--- src/shared/osdsc_cfg.svh ---
// Offsets, field positions, reset values and widths of the soft-scroll block
// Overview of operation
// - Top row advances at once when scroll finishes
// - Active flag clears one field later, two fields later in frame mode
// - Stop takes effect at field end only
// - Stop clears active, top row plus one
// - Start ignored until previous stop completed
// - Char after double attribute ignores foreground
// - Double-height shadow draws north shadow last line
`ifndef OSDSC_CFG_SVH
`define OSDSC_CFG_SVH
`define OSDSC_ADDR_W 12
`define OSDSC_OFF_STATUS 12'h000
`define OSDSC_OFF_CTRL 12'h004
`define OSDSC_OFF_RANGE 12'h008
`define OSDSC_OFF_OFFSET 12'h00C
`define OSDSC_STOP_CODE 8'h20
`define OSDSC_BIT_ACTIVE 4
`define OSDSC_BIT_STOP 5
`define OSDSC_BIT_START 6
`define OSDSC_BIT_LOAD 7
`define OSDSC_ROW_W 4
`define OSDSC_BIT_FRAME 4
`define OSDSC_FG_LSB 8
`define OSDSC_CTRL_RESET 32'h0000_0F09
`define OSDSC_RANGE_RESET 8'hF0
`endif

--- src/shared/osdsc_pkg.sv ---
// Types shared by the soft-scroll block
package osdsc_pkg;
	// Scroll sequencer states
	typedef enum logic [1:0] {
		SC_IDLE,
		SC_RUN,
		SC_LINGER
	} osdsc_state_type;
	// Character attributes entering the render stage
	typedef struct packed {
		logic is_attr;
		logic dbl_size;
		logic dbl_width;
		logic dbl_height;
		logic shadow;
		logic underline;
		logic [3:0] fg;
	} osdsc_char_type;
	// Render stage result
	typedef struct packed {
		logic valid;
		logic [3:0] fg;
		logic north_shadow;
		logic underline;
	} osdsc_pix_type;
endpackage : osdsc_pkg

--- src/core/osdsc_top.sv ---
// Soft-scroll control with APB registers, sync pacing and attribute render
//
// The register offsets and the APB interface to the registers were left to the implementer.
`timescale 1ns/1ps
`include "osdsc_cfg.svh"
module osdsc_top (
	// Clock and reset
	input wire logic core_clk,
	input wire logic rst,
	// APB slave
	input wire logic psel,
	input wire logic penable,
	input wire logic pwrite,
	input wire logic [`OSDSC_ADDR_W-1:0] paddr,
	input wire logic [31:0] pwdata,
	output logic [31:0] prdata,
	output logic pready,
	output logic pslverr,
	// Video sync, taken as synchronous
	input wire logic hsync,
	input wire logic vsync,
	// Character stream
	input wire logic char_valid,
	input wire osdsc_pkg::osdsc_char_type char_in,
	// Display position and pixel result
	output logic [`OSDSC_ROW_W-1:0] disp_row,
	output logic [`OSDSC_ROW_W-1:0] disp_line,
	output logic scroll_active,
	output osdsc_pkg::osdsc_pix_type pix_out
);

	// Bus registers
	logic [31:0] prdata_q, prdata_d;
	logic pready_q, pready_d;
	logic pslverr_q, pslverr_d;
	logic [31:0] ctrl_q, ctrl_d;
	logic [7:0] range_q, range_d;
	// Scroll state
	osdsc_pkg::osdsc_state_type state_q, state_d;
	logic [`OSDSC_ROW_W-1:0] top_q, top_d;
	logic [`OSDSC_ROW_W-1:0] offs_q, offs_d;
	logic stop_pend_q, stop_pend_d;
	logic active_q, active_d;
	logic parity_q, parity_d;
	// Sync edge memory
	logic hs_q, vs_q;
	// Position counters
	logic [`OSDSC_ROW_W-1:0] row_q, row_d;
	logic [`OSDSC_ROW_W-1:0] line_q, line_d;
	// Render state
	logic after_dbl_q, after_dbl_d;
	osdsc_pkg::osdsc_pix_type pix_q, pix_d;

	// Decoded fields
	logic acc_done;
	logic wr_status;
	logic start_cmd;
	logic stop_cmd;
	logic load_cmd;
	logic hs_edge;
	logic vs_edge;
	logic field_tick;
	logic [`OSDSC_ROW_W-1:0] lpr;
	logic [`OSDSC_ROW_W-1:0] first_row;
	logic [`OSDSC_ROW_W-1:0] last_row;
	logic frame_mode;
	logic [3:0] dflt_fg;

	// Completion of an access at this edge
	assign acc_done = psel & penable & pready_q;
	assign wr_status = acc_done & pwrite & (paddr == `OSDSC_OFF_STATUS);
	// Stop is the exact code, start and load are own bits
	assign stop_cmd = wr_status & (pwdata[7:0] == `OSDSC_STOP_CODE);
	assign start_cmd = wr_status & pwdata[`OSDSC_BIT_START];
	assign load_cmd = wr_status & pwdata[`OSDSC_BIT_LOAD];
	// Configuration fields
	assign lpr = ctrl_q[`OSDSC_ROW_W-1:0];
	assign frame_mode = ctrl_q[`OSDSC_BIT_FRAME];
	assign dflt_fg = ctrl_q[`OSDSC_FG_LSB+3:`OSDSC_FG_LSB];
	assign first_row = range_q[3:0];
	assign last_row = range_q[7:4];
	// Rising sync edges
	assign hs_edge = hsync & ~hs_q;
	assign vs_edge = vsync & ~vs_q;
	// In frame mode only every second field paces the scroll
	assign field_tick = vs_edge & (~frame_mode | parity_q);

	// Next row inside the scroll range, wrapping at its end
	function automatic logic [`OSDSC_ROW_W-1:0] next_row(
		input logic [`OSDSC_ROW_W-1:0] r,
		input logic [`OSDSC_ROW_W-1:0] lo,
		input logic [`OSDSC_ROW_W-1:0] hi
	);
		next_row = (r == hi) ? lo : r + 4'h1;
	endfunction : next_row

	// APB decode and register writes
	always_comb begin
		prdata_d = prdata_q;
		pready_d = psel & penable & ~pready_q;
		pslverr_d = 1'b0;
		ctrl_d = ctrl_q;
		range_d = range_q;
		// Read data prepared in the wait cycle
		if (psel & penable & ~pready_q) begin
			prdata_d = 32'h0000_0000;
			unique case (paddr)
				`OSDSC_OFF_STATUS: begin
					// Flag and row stay visible at all times
					prdata_d[`OSDSC_BIT_ACTIVE] = active_q;
					prdata_d[`OSDSC_ROW_W-1:0] = top_q;
				end
				`OSDSC_OFF_CTRL: begin
					prdata_d = ctrl_q;
				end
				`OSDSC_OFF_RANGE: begin
					prdata_d[7:0] = range_q;
				end
				`OSDSC_OFF_OFFSET: begin
					prdata_d[`OSDSC_ROW_W-1:0] = offs_q;
				end
				default: begin
					// Unmapped offsets answer with an error
					pslverr_d = 1'b1;
				end
			endcase
		end
		// Writes land on the completing edge only
		if (acc_done & pwrite) begin
			if (paddr == `OSDSC_OFF_CTRL) begin
				ctrl_d = pwdata & 32'h0000_0F1F;
			end
			if (paddr == `OSDSC_OFF_RANGE) begin
				range_d = pwdata[7:0];
			end
		end
	end

	// APB registers
	always_ff @(posedge core_clk or posedge rst) begin
		if (rst) begin
			prdata_q <= 32'h0000_0000;
			pready_q <= 1'b0;
			pslverr_q <= 1'b0;
			ctrl_q <= `OSDSC_CTRL_RESET;
			range_q <= `OSDSC_RANGE_RESET;
		end else begin
			prdata_q <= prdata_d;
			pready_q <= pready_d;
			pslverr_q <= pslverr_d;
			ctrl_q <= ctrl_d;
			range_q <= range_d;
		end
	end

	// Scroll sequencer
	always_comb begin
		state_d = state_q;
		top_d = top_q;
		offs_d = offs_q;
		stop_pend_d = stop_pend_q;
		active_d = active_q;
		parity_d = vs_edge ? ~parity_q : parity_q;
		unique case (state_q)
			osdsc_pkg::SC_IDLE: begin
				// Row can only be loaded while nothing moves
				if (load_cmd) begin
					top_d = pwdata[`OSDSC_ROW_W-1:0];
				end
				// Start accepted only once fully stopped
				if (start_cmd) begin
					state_d = osdsc_pkg::SC_RUN;
					active_d = 1'b1;
					offs_d = 4'h0;
					stop_pend_d = 1'b0;
				end
			end
			osdsc_pkg::SC_RUN: begin
				// Stop waits for the field boundary
				if (stop_cmd) begin
					stop_pend_d = 1'b1;
				end
				if (field_tick) begin
					if (stop_pend_q | stop_cmd) begin
						// Halt: flag drops, base moves one row
						state_d = osdsc_pkg::SC_IDLE;
						active_d = 1'b0;
						top_d = next_row(top_q, first_row, last_row);
						offs_d = 4'h0;
						stop_pend_d = 1'b0;
					end else if (offs_q == lpr) begin
						// Row done: base moves now, flag lingers
						top_d = next_row(top_q, first_row, last_row);
						offs_d = 4'h0;
						state_d = osdsc_pkg::SC_LINGER;
					end else begin
						offs_d = offs_q + 4'h1;
					end
				end
			end
			osdsc_pkg::SC_LINGER: begin
				// Flag clears at the next paced field after the row update, two fields later in frame mode
				if (field_tick) begin
					active_d = 1'b0;
					state_d = osdsc_pkg::SC_IDLE;
				end
			end
		endcase
	end

	// Sequencer registers
	always_ff @(posedge core_clk or posedge rst) begin
		if (rst) begin
			state_q <= osdsc_pkg::SC_IDLE;
			top_q <= 4'h0;
			offs_q <= 4'h0;
			stop_pend_q <= 1'b0;
			active_q <= 1'b0;
			parity_q <= 1'b0;
		end else begin
			state_q <= state_d;
			top_q <= top_d;
			offs_q <= offs_d;
			stop_pend_q <= stop_pend_d;
			active_q <= active_d;
			parity_q <= parity_d;
		end
	end

	// Display position counters
	always_comb begin
		row_d = row_q;
		line_d = line_q;
		// Field start wins; coincident edges are not expected
		if (vs_edge) begin
			row_d = top_q;
			line_d = offs_q;
		end else if (hs_edge) begin
			if (line_q == lpr) begin
				line_d = 4'h0;
				row_d = next_row(row_q, first_row, last_row);
			end else begin
				line_d = line_q + 4'h1;
			end
		end
	end

	// Counter and sync registers
	always_ff @(posedge core_clk or posedge rst) begin
		if (rst) begin
			row_q <= 4'h0;
			line_q <= 4'h0;
			hs_q <= 1'b0;
			vs_q <= 1'b0;
		end else begin
			row_q <= row_d;
			line_q <= line_d;
			hs_q <= hsync;
			vs_q <= vsync;
		end
	end

	// Attribute render stage
	always_comb begin
		after_dbl_d = after_dbl_q;
		pix_d = pix_q;
		pix_d.valid = char_valid;
		if (char_valid) begin
			// Character after a double attribute loses its colour
			pix_d.fg = after_dbl_q ? dflt_fg : char_in.fg;
			after_dbl_d = char_in.is_attr & (char_in.dbl_size | char_in.dbl_width);
			// North shadow on the last line, underline or not
			pix_d.north_shadow = char_in.dbl_height & char_in.shadow & (line_q == lpr);
			pix_d.underline = char_in.underline & (line_q == lpr);
		end
		// Each new line starts with a clean attribute chain
		if (hs_edge) begin
			after_dbl_d = 1'b0;
		end
	end

	// Render registers
	always_ff @(posedge core_clk or posedge rst) begin
		if (rst) begin
			after_dbl_q <= 1'b0;
			pix_q <= '0;
		end else begin
			after_dbl_q <= after_dbl_d;
			pix_q <= pix_d;
		end
	end

	// Outputs straight from flip-flops
	assign prdata = prdata_q;
	assign pready = pready_q;
	assign pslverr = pslverr_q;
	assign disp_row = row_q;
	assign disp_line = line_q;
	assign scroll_active = active_q;
	assign pix_out = pix_q;

endmodule : osdsc_top

--- config.mk ---
export PLATFORM = sky130hd
export DESIGN_NAME = osdsc_top
export DESIGN_NICKNAME = d
export VERILOG_FILES = /design/src/shared/osdsc_pkg.sv /design/src/core/osdsc_top.sv
export VERILOG_INCLUDE_DIRS = /design/src /design/src/shared
export SDC_FILE = /design/constraint.sdc
export NUM_CORES = 1
export LEC_CHECK = 0
export ABC_AREA = 1
export BUFFER_PORTS_ARGS = -buffer_cell sky130_fd_sc_hd__clkbuf_2
export CORE_UTILIZATION = 30
export CTS_CLUSTER_DIAMETER = 40
export DETAILED_ROUTE_END_ITERATION = 16
export PLACE_DENSITY = 0.58
export SLEW_MARGIN = 10
export SYNTH_ARGS = -nofsm -noshare
export SYNTH_HDL_FRONTEND = slang
export SYNTH_SLANG_ARGS = --single-unit
--- constraint.sdc ---
create_clock -name core_clk -period 2.2 [get_ports core_clk]
set_input_delay 0.11 -clock core_clk [delete_from_list [all_inputs] [get_ports core_clk]]
set_output_delay 0.11 -clock core_clk [all_outputs]
set_load 0.1 [all_outputs]
==> flow_metrics.env <==
export IMPL_status="finished clean"
export IMPL_intPower_mw=2.748
export IMPL_wl_met1_um=4055
export IMPL_highest_layer="met4"
export IMPL_wl_met3_um=409
export IMPL_clockBufferDepth=2
export IMPL_initial_utilization_pct=30.67
export IMPL_synth_area_sq_um=3684
export IMPL_row_count=40
export IMPL_cts_buffers=9
export IMPL_path_delay_family="simple AND/OR/NAND/NOR gates"
export IMPL_setup_viol=0
export IMPL_fin_hold_ws_ns=0.006995
export IMPL_drtAntennaViolNets=0
export IMPL_final_common_cell="nand2_1"
export IMPL_fin_crit_sh_pct=81.47
export IMPL_overflow=0
export IMPL_total_power_mw=4.785
export IMPL_crit_required_ns=2.46
export IMPL_grt_pass1_wl_um=14490
export IMPL_path_max_fanout=10
export IMPL_ioPinCount=112
export IMPL_max_cap_violations=0
export IMPL_met2_length_um=4170
export IMPL_post_drt_wl_per_cell_um=12.99
export IMPL_power_share_clock_pct=32.0
export IMPL_tightest_slew_ns=0.6627
export IMPL_power_switching_mw=2.037
export IMPL_final_hold_viol_count=0
export IMPL_drt_wl_total_um=8820
export IMPL_drcViolationCount=0
export IMPL_clock_latency_ns=0.33
export IMPL_cp_start_kind="flip-flop"
export IMPL_mostFrequentLayoutCells="nand2_1 (109), clkbuf_2 (71), dfrtp_1 (52), inv_1 (42), o21ai_0 (35)"
export IMPL_dieArea_sq_um=12730
export IMPL_fmax_mhz=558.0
export IMPL_grt_max_degree=33
export IMPL_avgSynthCellArea_sq_um=8.204
export IMPL_synth_cell_types=38
export IMPL_fin_nets=596
export IMPL_period_needed_ns=1.792
export IMPL_r2r_cells=7
export IMPL_utilization_pct=37.18
export IMPL_antenna_found_initial=0
export IMPL_crit_path_top_delay_cell="dfrtp_1"
export IMPL_cts_sinks=62
export IMPL_root_buffer="clkbuf_16"
export IMPL_path_cells="inv_1 -> ha_1 -> inv_1 -> or2_1 -> nand3_4 -> nand2_1 -> o21ai_1"
export IMPL_place_inst=659
export IMPL_synth_cells=449
export IMPL_dieWidth_um=112.8
export IMPL_drtIter0Drc=216
export IMPL_irDropWorstVdd_uv=567.3
export IMPL_path_depth=7
export IMPL_path_buf_inv=2
export IMPL_viasPerCell=4.639
export IMPL_synth_seq_cells=62
export IMPL_tritoncts="done"
export IMPL_antenna_cells=0
export IMPL_vias=3150
export IMPL_skew_ns=0.005413
export IMPL_critPathKind="reg2reg"
export IMPL_clkTransAtPathRegs_ns=0.05
export IMPL_port_buffers=71
export IMPL_cp_common_cell="inv_1"
export IMPL_rsz0062_at_grt="no"
export IMPL_area_delta_synth_final_pct=21.23
export IMPL_min_path_cells=1
export IMPL_pwr_share_comb_pct=37.5
export IMPL_finalSetupTns_ns=0
export IMPL_cp_slowest_stage_delay_ns=0.39
export IMPL_layout_drive_gt1_share_pct=24.81
export IMPL_htree_levels=3
export IMPL_dr_pass1_iters=5
export IMPL_die_h_um=112.8
export IMPL_power_leakage_nw=2.276
export IMPL_fin_cells=679
export IMPL_hp_class="in2reg"
export IMPL_switching_share_pct=42.57
export IMPL_slew_headroom_pct=55.76
export IMPL_grt_pass1_vias=2987
export IMPL_power_frac_seq_pct=30.5
export IMPL_maxSlewViolCount=0
export IMPL_hpwl_um=6886
export IMPL_cp_arrival_ns=2.05
export IMPL_grt_total_usage_pct=14.69
export IMPL_post_cts_setup_buffers=0
export IMPL_yosys_warnings=0
export IMPL_seq_area_frac_synth_pct=42.46
export IMPL_routabilityCongestion=0.8576
export IMPL_core_region_area_sq_um=12010
export IMPL_powerDensity_nw_per_um2=1071
export IMPL_end_kind="flip-flop"
power by group through the flow:
stage | logic (mW) | registers [mW] | clock network, mW
after detailed placement | 1.79 | 1.48 | 0
after floorplan | 1.08 | 1.89 | 0
after global routing | 1.99 | 1.48 | 1.60
final | 1.80 | 1.46 | 1.53
after CTS | 1.81 | 1.46 | 1.56
after global placement | 1.76 | 1.47 | 0
registers in the layout (all words and copies together) (netlist names):
register	count
disp_row	4
scroll_active	1
vs_q	1
after_dbl_q	1
range_q	8
top_q	4
pix_out	7
prdata	12
pready	1
ctrl_q	9
pslverr	1
parity_q	1
offs_q	4
disp_line	4
hs_q	1
stop_pend_q	1
state_q	2
logic make-up (layout without fill, tap and decap cells):
group | after synthesis | count (layout) | share of synthesized area [%]
compound gates | 72 | 72 | 10.84
flops | 62 | 62 | 42.46
fa+ha+maj | 7 | 7 | 2.378
other cells | 1 | 20 | 0.1018
simple gates | 204 | 204 | 26.73
buf+inv | 76 | 140 | 10.73
xor+xnor | 22 | 22 | 5.231
mux | 5 | 5 | 1.528
layer usage:
layer	up-vias	track usage, %
li1	1581	-
met1	1464	17.91
met2	88	24.57
met3	17	3.856
met4	0	6.222
met5	-	0
path summary, 6_finish.rpt:
check / from / end / slack, ns
setup reg to reg: state_q[1]$_DFFE_PP0P_ / offs_q[1]$_DFFE_PP0P_ / 0.41
setup / recovery: state_q[1]$_DFFE_PP0P_ / offs_q[1]$_DFFE_PP0P_ / 0.41
max in group asynchronous: rst / range_q[7]$_DFFE_PP1P_ / 1.11
hold reg to reg: parity_q$_DFFE_PP0P_ / parity_q$_DFFE_PP0P_ / 0.48
min in group asynchronous: rst / pix_out[1]$_DFFE_PP0P_ / 0.41
hold / removal: char_valid / pix_out[6]$_DFF_PP0_ / 0.007
cells in the mapped netlist, drive strengths merged:
cell type	n	share of area, %
nand2	114	12
dfstp	10	7.1
o21ai	54	7.3
nand4	12	3.0
buf	27	5.7
o211ai	3	0.61
clkinv	1	0.10
clkbuf	1	0.10
mux2	5	1.5
ha	7	2.4
a21oi	10	1.9
conb	1	0.10
xor2	15	3.6
dfrtp	52	35
nor3	3	0.54
nor2	38	5.2
nand3	36	5.8
o31ai	4	0.82
o21a	1	0.20
xnor2	7	1.7
inv	47	4.9
or2	1	0.17
through the flow:
step           area [sq um]  setup WS (ns)
3_5_place_dp           4101         0.4053
2_1_floorplan          3755         0.1973
6_report               4466         0.4077
3_3_place_gp           4101         0.4975
5_1_grt                4466         0.2359
4_1_cts                4466         0.3888
cell type report:
class / instances / area, sq um
fillers: 1188 / 7546
well taps: 147 / 183.9
clock buffers: 10 / 239.0
inverters: 48 / 182.7
multi-input cells: 330 / 1795
repair buffers: 76 / 415.4
clock inverters: 6 / 85.08
flip-flops and latches: 62 / 1564
what timing repair did:
item / CTS / global route
hold buffers: 4 / 0
gates resized for setup: 0 / 0
endpoints found under the hold margin: 29 / 0
setup endpoints to repair: 0 / 0
(Power assumes the default switching activity.)
